`src/eep_consts.svh`:
```
// eep_consts.svh: clock and timing figures, widths, opcodes and array shape of the serial memory block
// assumes it is included by bare name from every file that needs the figures
`ifndef EEP_CONSTS_SVH
`define EEP_CONSTS_SVH

// system clock rate and self-timed programming time
`define EEP_CLK_MHZ       100
`define EEP_PROG_TIME_US  5000
// least select low time the host keeps between frames; the device does not police it
`define EEP_SELECT_LOW_NS 250

// address and data widths for the two organizations
`define EEP_AW_BYTE       5'd7
`define EEP_AW_WORD       5'd6
`define EEP_DW_BYTE       5'd8
`define EEP_DW_WORD       5'd16

// two-bit opcodes and the qualifier codes of opcode zero
`define EEP_OP_READ       2'h2
`define EEP_OP_WRITE      2'h1
`define EEP_OP_ERASE      2'h3
`define EEP_OP_QUAL       2'h0
`define EEP_Q_ENABLE      2'h3
`define EEP_Q_ERASE_ALL   2'h2
`define EEP_Q_WRITE_ALL   2'h1
`define EEP_Q_DISABLE     2'h0

// array shape and erased value
`define EEP_BYTES         128
`define EEP_ERASED        8'hff

`endif

```
`src/eep_pkg.sv`:
```
// eep_pkg.sv: types shared by the serial memory block
// assumes nothing beyond a SystemVerilog compiler
package eep_pkg;

  // sequencer states of one framed instruction
  typedef enum logic [2:0] {
    EEP_ST_IDLE,   // select low, link ignored
    EEP_ST_START,  // select high, waiting for the start bit
    EEP_ST_ADDR,   // shifting opcode and address
    EEP_ST_DATA,   // shifting write data
    EEP_ST_READ,   // shifting the read word out
    EEP_ST_HOLD    // instruction done, waiting for select low
  } eep_state_t;

  // decoded instruction
  typedef enum logic [2:0] {
    EEP_CMD_READ,
    EEP_CMD_WRITE,
    EEP_CMD_ERASE,
    EEP_CMD_PROGRAM_ENABLE,
    EEP_CMD_PROGRAM_DISABLE,
    EEP_CMD_ERASE_ALL,
    EEP_CMD_WRITE_ALL
  } eep_cmd_t;

endpackage

```
`src/eep_sync.sv`:
```
// eep_sync.sv: three-stage synchroniser with agreement filter for pin inputs
// assumes inputs are asynchronous to clk_in; output changes only when stages two and three agree
`timescale 1ns/1ps
`default_nettype none

module eep_sync #(
  parameter int unsigned WIDTH = 4  // number of pins carried
) (
  input  wire logic             clk_in,
  input  wire logic             sys_rst_in,
  input  wire logic [WIDTH-1:0] async_in,
  output var  logic [WIDTH-1:0] level_out
);

  logic [WIDTH-1:0] stage1_r;  // metastable stage, read only by stage2
  logic [WIDTH-1:0] stage2_r;  // first settled copy
  logic [WIDTH-1:0] stage3_r;  // second settled copy

  generate
    if (WIDTH < 1) begin : g_bad_width
      $error("eep_sync needs at least one bit");
    end
  endgenerate

  // three flops in a row; reset to zero so select reads low after reset
  always_ff @(posedge clk_in) begin
    if (sys_rst_in) begin
      stage1_r <= '0;
      stage2_r <= '0;
      stage3_r <= '0;
    end else begin
      stage1_r <= async_in;
      stage2_r <= stage1_r;
      stage3_r <= stage2_r;
    end
  end

  // a bit moves only once two settled stages agree, filtering single-sample glitches
  generate
    for (genvar i = 0; i < WIDTH; i++) begin : g_filter
      always_ff @(posedge clk_in) begin
        if (sys_rst_in) begin
          level_out[i] <= 1'b0;
        end else if (stage2_r[i] == stage3_r[i]) begin
          level_out[i] <= stage3_r[i];
        end
      end
    end
  endgenerate

endmodule

`default_nettype wire

```
`src/eep_serial_core.sv`:
```
// eep_serial_core.sv: instruction decoder, sequencer and array of a 1 Kbit three-wire serial memory
// assumes select, shift clock, data in and strap arrive from pins and are sampled by clk_in;
// the output pair data_out_out / data_out_oe_out is resolved into a three-state pin outside
`timescale 1ns/1ps
`default_nettype none

`include "eep_consts.svh"

// Contract
// - frame: select rise, start one, opcode, address
// - read word driven out on clock rises
// - dummy zero precedes 8 or 16 data bits
// - power-up leaves programming disabled
// - enable holds until disable or power loss
// - erase sets word to ones after decode
// - write programs after last data bit
// - select low, then high shows status
// - status low while busy, high when ready
// - no status once programming already finished
// - erase-all sets whole array to ones
// - write-all programs every word with pattern
// - disable blocks all erase and write
// - read works enabled or disabled
// - opcode and qualifier decoding, 7/6 address bits
// - strap high selects 16-bit, low 8-bit
module eep_serial_core
  import eep_pkg::*;
#(
  parameter int unsigned PROG_CYCLES = `EEP_PROG_TIME_US * `EEP_CLK_MHZ  // self-timed length
) (
  input  wire logic clk_in,
  input  wire logic sys_rst_in,               // power-up reset
  input  wire logic select_in,                // chip select pin
  input  wire logic shift_clock_in,           // link shift clock pin
  input  wire logic serial_in,                // serial data in pin
  input  wire logic organization_strap_in,    // high: 16-bit words, low: 8-bit words
  output var  logic data_out_out,             // serial data out level
  output var  logic data_out_oe_out,          // high while data out is driven
  output var  logic busy_out                  // self-timed cycle in progress
);

  localparam int unsigned CW = 20;  // width of the programming counter

  generate
    if (PROG_CYCLES < 1 || PROG_CYCLES >= (1 << CW)) begin : g_bad_prog
      $error("PROG_CYCLES out of range of the programming counter");
    end
  endgenerate

  // synchronised pin levels
  logic [3:0] pins_w;
  logic       strap_w;   // filtered strap level
  logic       cs_w;      // filtered select level
  logic       sk_w;      // filtered shift clock level
  logic       di_w;      // filtered data in level

  eep_sync #(.WIDTH(4)) u_sync (
    .clk_in     (clk_in),
    .sys_rst_in (sys_rst_in),
    .async_in   ({organization_strap_in, select_in, shift_clock_in, serial_in}),
    .level_out  (pins_w)
  );

  assign strap_w = pins_w[3];
  assign cs_w    = pins_w[2];
  assign sk_w    = pins_w[1];
  assign di_w    = pins_w[0];

  // state
  eep_state_t     state_r;                   // sequencer state
  eep_cmd_t       cmd_r;                     // instruction awaiting its data
  logic           sk_q_r;                    // shift clock one sample back
  logic           cs_q_r;                    // select one sample back
  logic           org16_r;                   // organization latched at frame start
  logic           enable_r;                  // programming enabled
  logic           status_r;                  // ready/busy shown on data out
  logic           rd_oe_r;                   // read data driven
  logic           dout_r;                    // read bit on data out
  logic [15:0]    sh_r;                      // input shift register
  logic [15:0]    out_r;                     // read word shift register
  logic [4:0]     cnt_r;                     // bits shifted in current field
  logic [6:0]     addr_r;                    // address held for a write
  logic [CW-1:0]  prog_cnt_r;                // self-timed cycle countdown
  logic           busy_r;                    // self-timed cycle in progress
  logic [7:0]     mem_r [`EEP_BYTES];        // the array; no reset, it is nonvolatile

  // edges of the sampled link signals
  wire sk_rise = sk_w & ~sk_q_r;
  wire cs_rise = cs_w & ~cs_q_r;

  // shifted value including the bit arriving now
  wire [15:0] sh_nxt = {sh_r[14:0], di_w};

  // widths for the frame's organization
  wire [4:0] aw_w = org16_r ? `EEP_AW_WORD : `EEP_AW_BYTE;
  wire [4:0] dw_w = org16_r ? `EEP_DW_WORD : `EEP_DW_BYTE;

  // opcode, qualifier and address fields as they stand at the last address bit
  wire [1:0] op_w   = org16_r ? sh_nxt[7:6] : sh_nxt[8:7];
  wire [1:0] qual_w = org16_r ? sh_nxt[5:4] : sh_nxt[6:5];
  wire [6:0] adr_w  = org16_r ? {1'b0, sh_nxt[5:0]} : sh_nxt[6:0];

  // decode opcode and qualifier into an instruction
  function automatic eep_cmd_t decode(input logic [1:0] op, input logic [1:0] qual);
    eep_cmd_t c;
    c = EEP_CMD_PROGRAM_DISABLE;
    unique case (op)
      `EEP_OP_READ:  c = EEP_CMD_READ;
      `EEP_OP_WRITE: c = EEP_CMD_WRITE;
      `EEP_OP_ERASE: c = EEP_CMD_ERASE;
      `EEP_OP_QUAL: begin
        unique case (qual)
          `EEP_Q_ENABLE:    c = EEP_CMD_PROGRAM_ENABLE;
          `EEP_Q_ERASE_ALL: c = EEP_CMD_ERASE_ALL;
          `EEP_Q_WRITE_ALL: c = EEP_CMD_WRITE_ALL;
          `EEP_Q_DISABLE:   c = EEP_CMD_PROGRAM_DISABLE;
        endcase
      end
    endcase
    return c;
  endfunction

  eep_cmd_t  cmd_w;
  assign cmd_w = decode(op_w, qual_w);

  // frame milestones on a sampled shift clock rise
  wire       live_w     = cs_w & sk_rise;
  wire       start_w    = live_w & (state_r == EEP_ST_START) & di_w & ~busy_r;
  wire       addr_end_w = live_w & (state_r == EEP_ST_ADDR) & (cnt_r == aw_w + 5'd1);
  wire       data_end_w = live_w & (state_r == EEP_ST_DATA) & (cnt_r == dw_w - 5'd1);

  // programming launches: erase at decode, write after its last data bit
  wire erase_go_w = addr_end_w & enable_r &
                    ((cmd_w == EEP_CMD_ERASE) | (cmd_w == EEP_CMD_ERASE_ALL));
  wire write_go_w = data_end_w & enable_r;
  wire prog_go_w  = erase_go_w | write_go_w;

  // array write controls
  wire        mem_all_w  = erase_go_w ? (cmd_w == EEP_CMD_ERASE_ALL)
                                      : (cmd_r == EEP_CMD_WRITE_ALL);
  wire [6:0]  mem_adr_w  = erase_go_w ? adr_w : addr_r;
  wire [15:0] mem_dat_w  = erase_go_w ? {`EEP_ERASED, `EEP_ERASED}
                                      : (org16_r ? sh_nxt : {8'h00, sh_nxt[7:0]});

  // word read at decode; in 16-bit mode the odd byte is the high half
  wire [7:0]  rd_lo_w    = org16_r ? mem_r[{adr_w[5:0], 1'b0}] : mem_r[adr_w];
  wire [7:0]  rd_hi_w    = mem_r[{adr_w[5:0], 1'b1}];
  wire [15:0] rd_word_w  = org16_r ? {rd_hi_w, rd_lo_w} : {rd_lo_w, 8'h00};  // msb aligned

  // array update; erase-all and write-all touch every byte in the same cycle
  always_ff @(posedge clk_in) begin
    for (int i = 0; i < `EEP_BYTES; i++) begin
      if (prog_go_w) begin
        if (mem_all_w) begin
          mem_r[i] <= (org16_r && i[0]) ? mem_dat_w[15:8] : mem_dat_w[7:0];
        end else if (org16_r ? (i[6:1] == mem_adr_w[5:0]) : (i[6:0] == mem_adr_w)) begin
          mem_r[i] <= (org16_r && i[0]) ? mem_dat_w[15:8] : mem_dat_w[7:0];
        end
      end
    end
  end

  // self-timed cycle; the array is already updated, the count models the busy time
  always_ff @(posedge clk_in) begin
    if (sys_rst_in) begin
      prog_cnt_r <= '0;
      busy_r     <= 1'b0;
    end else if (prog_go_w) begin
      prog_cnt_r <= CW'(PROG_CYCLES);
      busy_r     <= 1'b1;
    end else if (busy_r) begin
      prog_cnt_r <= prog_cnt_r - CW'(1);
      busy_r     <= (prog_cnt_r != CW'(1));
    end
  end

  // programming enable flag; only a full enable or disable instruction moves it
  always_ff @(posedge clk_in) begin
    if (sys_rst_in) begin
      enable_r <= 1'b0;
    end else if (addr_end_w && cmd_w == EEP_CMD_PROGRAM_ENABLE) begin
      enable_r <= 1'b1;
    end else if (addr_end_w && cmd_w == EEP_CMD_PROGRAM_DISABLE) begin
      enable_r <= 1'b0;
    end
  end

  // edge history of the link signals
  always_ff @(posedge clk_in) begin
    if (sys_rst_in) begin
      sk_q_r <= 1'b0;
      cs_q_r <= 1'b0;
    end else begin
      sk_q_r <= sk_w;
      cs_q_r <= cs_w;
    end
  end

  // status: armed at select rise only if a cycle is still running, so a late
  // rise after completion shows nothing; a start bit once ready ends it
  always_ff @(posedge clk_in) begin
    if (sys_rst_in || !cs_w) begin
      status_r <= 1'b0;
    end else if (cs_rise) begin
      status_r <= busy_r;
    end else if (start_w) begin
      status_r <= 1'b0;
    end
  end

  // instruction sequencer
  always_ff @(posedge clk_in) begin
    if (sys_rst_in || !cs_w) begin
      state_r <= EEP_ST_IDLE;
      cmd_r   <= EEP_CMD_READ;
      org16_r <= 1'b1;
      rd_oe_r <= 1'b0;
      dout_r  <= 1'b0;
      sh_r    <= '0;
      out_r   <= '0;
      cnt_r   <= '0;
      addr_r  <= '0;
    end else begin
      unique case (state_r)
        EEP_ST_IDLE: begin
          if (cs_rise) begin
            state_r <= EEP_ST_START;
            org16_r <= strap_w;
          end
        end
        EEP_ST_START: begin
          if (start_w) begin
            state_r <= EEP_ST_ADDR;
            sh_r    <= '0;
            cnt_r   <= '0;
          end
        end
        EEP_ST_ADDR: begin
          if (live_w) begin
            sh_r  <= sh_nxt;
            cnt_r <= cnt_r + 5'd1;
          end
          if (addr_end_w) begin
            cnt_r  <= '0;
            addr_r <= adr_w;
            cmd_r  <= cmd_w;
            if (cmd_w == EEP_CMD_READ) begin
              state_r <= EEP_ST_READ;
              out_r   <= rd_word_w;
              dout_r  <= 1'b0;
              rd_oe_r <= 1'b1;
            end else if (cmd_w == EEP_CMD_WRITE || cmd_w == EEP_CMD_WRITE_ALL) begin
              state_r <= EEP_ST_DATA;
            end else begin
              state_r <= EEP_ST_HOLD;
            end
          end
        end
        EEP_ST_DATA: begin
          if (live_w) begin
            sh_r  <= sh_nxt;
            cnt_r <= cnt_r + 5'd1;
          end
          if (data_end_w) begin
            state_r <= EEP_ST_HOLD;
          end
        end
        EEP_ST_READ: begin
          if (live_w) begin
            dout_r <= out_r[15];
            out_r  <= {out_r[14:0], 1'b0};                                // zeros after the word
          end
        end
        EEP_ST_HOLD: begin
          state_r <= EEP_ST_HOLD;                                         // wait for select low
        end
      endcase
    end
  end

  // data out: status wins over read data; released while select is low
  assign data_out_out    = status_r ? ~busy_r : dout_r;
  assign data_out_oe_out = status_r | rd_oe_r;
  assign busy_out        = busy_r;

endmodule

`default_nettype wire

```
`config.mk`:
```
export PLATFORM = sky130hd
export DESIGN_NAME = eep_serial_core
export DESIGN_NICKNAME = d
export VERILOG_FILES = /design/src/eep_pkg.sv /design/src/eep_sync.sv /design/src/eep_serial_core.sv
export VERILOG_INCLUDE_DIRS = /design/src
export SDC_FILE = /design/constraint.sdc
export NUM_CORES = 2
export LEC_CHECK = 0
export BUFFER_PORTS_ARGS = -buffer_cell sky130_fd_sc_hd__buf_2
export CORE_MARGIN = 2
export CORE_UTILIZATION = 45
export DETAILED_ROUTE_END_ITERATION = 6
export GPL_TIMING_DRIVEN = 0
export SETUP_SLACK_MARGIN = 0.05
export SYNTH_ARGS = -nofsm -noshare
export SYNTH_HDL_FRONTEND = slang
export SYNTH_SLANG_ARGS = --single-unit
```
`constraint.sdc`:
```
create_clock -name clk_in -period 12.78 [get_ports clk_in]
set_clock_uncertainty 0.05 [all_clocks]
set_input_delay 3.834 -clock clk_in [delete_from_list [all_inputs] [get_ports clk_in]]
set_output_delay 3.834 -clock clk_in [all_outputs]
set_load 0.03 [all_outputs]
```
==> results.toml <==
[drt]
wl_um = 297000
routed_via_density = 8.08
wl_per_cell_um = 60.3
dr_total_vias = 39800
final_antenna_net_count = 0
drc = 0
first_pass_iters = 6
drtIter0Drc = 8381

[sta]
setup_ws_ns = 4.99
relSlewSlack_pct = -18.2
fin_crit_sh_pct = 61.0
drv_slew = 158
period_needed_ns = 7.79
rsz0062_at_grt = "no"
setup_viol = 0
hold_viol = 0
max_freq_mhz = 128
worst_slew_pin_slew_ns = 1.77
finalSetupTns_ns = 0

[clock_tree]
cts_buffers = 118
clkSlewWorstSetupHoldPaths_ns = 0.06
root_buffer = "clkbuf_16"
cts_setup_buffers = 0
h-tree-depth = 3
ctsResizeCount = 0
ctsHoldBuffers = 0
cts_tree = "built"
clock_latency_ns = 0.80
clk_path_buf_depth = 3
cts_sinks = 1117

[worst_hold_path]
hold_class = "flop to flop"
holdPathStages = 1

[layout]
drive_above_1_share_pct = 33.4
finalInstanceArea_um2 = 60500
final_common_cell = "edfxtp_1"
layout_common_cells = "1024 x edfxtp_1, 549 x mux4_2, 143 x nor2_1"
areaGrowthSynthToFinish_pct = 14.1
nNetsFinal = 3288

[floorplanning]
row_count = 125
start_util_pct = 45.5
ios = 9
die_area_um2 = 121000
core_um2 = 117000
die_h_um = 347
die_w_um = 347

[global_route]
grt_pass1_vias = 36400
antenna_found_initial = 42
grt_max_degree = 65
track_usage_pct = 49.2
grt_overflow = 0
grt_pass1_wl_um = 376000

[yosys]
ys_warn_count = 0
synth-seq-area-share_pct = 61.5
ys_top_cells_by_area = "edfxtp_1 58%, mux4_2 23%, dfxtp_1 3.5%"
synth_top_area_cell = "edfxtp_1"
postSynth.asyncResetShare_pct = 0
yosysUniqueCellTypes = 69
yosys_register_bits = 1117
synth_top_area_share_pct = 58.0
ys.flop_type = "edfxtp_1"
syn_area_um2 = 53000
syn-num-nets = 3065
avgSynthCellArea_um2 = 17.4
synth_edf_count = 1024
synthCells = 3056

[worst_setup_path]
crit_arrival_ns = 8.24
reg2reg_slack_ns = 4.99
crit_path_start_kind = "flop"
critPathKind = "flop to flop"
crit_fanout = 11
endpoint_kind = "flop"
rr_worst_depth = 9
required_ns = 13.23

[job]
drv_cap = 20

[status]
outcome = "complete, but fails checks"
violations = "max-capacitance violations, max-slew violations"

[place]
portBuffers = 7
dp_hpwl_um = 205000
place_area_um2 = 56600
gp_congestion = 1.08
place_ws_ns = 5.77

[pwr]
leakage_nw = 15.3
ir_drop_v = 0.000124
power_density_nw_per_um2 = 123
power.total_mw = 7.44
==> worst paths after layout <==
path                                          from            endpoint
worst max-delay path                       sh_r[1]        mem_r[60][1]
worst min-delay path            u_sync.stage1_r[1]  u_sync.stage2_r[1]
worst max register to register             sh_r[1]        mem_r[60][1]
worst min register to register  u_sync.stage1_r[1]  u_sync.stage2_r[1]
==> area by class of cell <==
type,instances,area [um^2]
Fill cell,9306,56000
Sequential cell,1117,32600
Inverter,14,52.6
Tap cell,1524,1910
Buffer,254,1270
Timing Repair Buffer,103,1240
Antenna cell,24,60.1
Clock inverter,72,638
Clock buffer,146,3170
Multi-Input combinational cell,1671,19600
==> cell usage after synthesis, types with 14 or more instances <==
| library cell | instances |
|---|---|
| a21oi_1 | 92 |
| o21ai_1 | 26 |
| o22ai_1 | 45 |
| o21ai_0 | 140 |
| nor3_1 | 57 |
| mux2i_1 | 118 |
| nand3_1 | 37 |
| o221ai_1 | 26 |
| nor2_1 | 143 |
| dfxtp_1 | 93 |
| buf_2 | 81 |
| nor4_1 | 15 |
| nor2b_1 | 25 |
| clkbuf_1 | 115 |
| edfxtp_1 | 1024 |
| mux2_2 | 15 |
| buf_1 | 25 |
| nand2_1 | 124 |
| a211oi_1 | 18 |
| buf_4 | 27 |
| mux4_2 | 549 |
| nand2b_1 | 20 |
| a31oi_1 | 56 |
| xnor2_1 | 14 |
==> report_power, final <==
part / internal, mW / switching (mW) / total, mW
Combinational: 0.00542 / 0.0134 / 0.0188
Sequential: 3.93 / 0.000692 / 3.93
Clock: 1.94 / 1.55 / 3.49
Total: 5.87 / 1.57 / 7.44
==> metal layers <==
layer  up-vias  global-route usage (%)  part of all wire (%)
li1      13300                       -                     -
met1     20600                    59.3                    33
met2      4634                    63.6                    39
met3      1222                    28.1                    18
met4        34                    38.7                    10
met5         -                    2.92                  0.22
==> worst max-delay path: stages (launching register included) <==
cell and delay [ns]:
dfxtp_1 0.31, clkbuf_1 0.67, buf_2 1.07, buf_2 0.78, nand2_1 1.04, mux2i_1 1.05, clkbuf_1 0.63, nand2_1 0.66
o21ai_1 0.93, buf_6 0.24
==> kinds of logic (layout without fill, tap and decap cells) <==
| group | count (synthesis) | in the layout | share of synthesized area, % |
|---|---|---|---|
| muxes | 682 | 682 | 25.9 |
| xor gates and xnor gates | 23 | 23 | 0.380 |
| DFF | 1117 | 1117 | 61.5 |
| AOI/OAI and AO/OA | 473 | 473 | 5.46 |
| and+or+nand+nor | 490 | 490 | 4.42 |
| buffers and inverters | 268 | 589 | 2.35 |
| adders and majority gates | 3 | 3 | 0.0708 |
| other | 0 | 24 | 0 |
==> through the flow <==
step | instances | utilization [%] | hold slack (ns)
after floorplan | 3056 | - | 0.364
after global placement | 4587 | 47.2 | 0.377
after detailed placement | 4682 | 48.6 | 0.374
after CTS | 4900 | 51.9 | 0.400
after global routing | 4904 | 51.9 | 0.406
final | 4925 | 51.9 | 0.391
==> sequential cells by signal, summed over array words and instances (netlist names), 3 cells and up <==
signal / flops
addr_r: 7
cmd_r: 3
cnt_r: 5
mem_r: 1024
out_r: 16
prog_cnt_r: 20
sh_r: 15
state_r: 3
u_sync.level_out: 4
u_sync.stage1_r: 4
u_sync.stage2_r: 4
u_sync.stage3_r: 4
No activity file was read; power rests on OpenSTA's default activity.
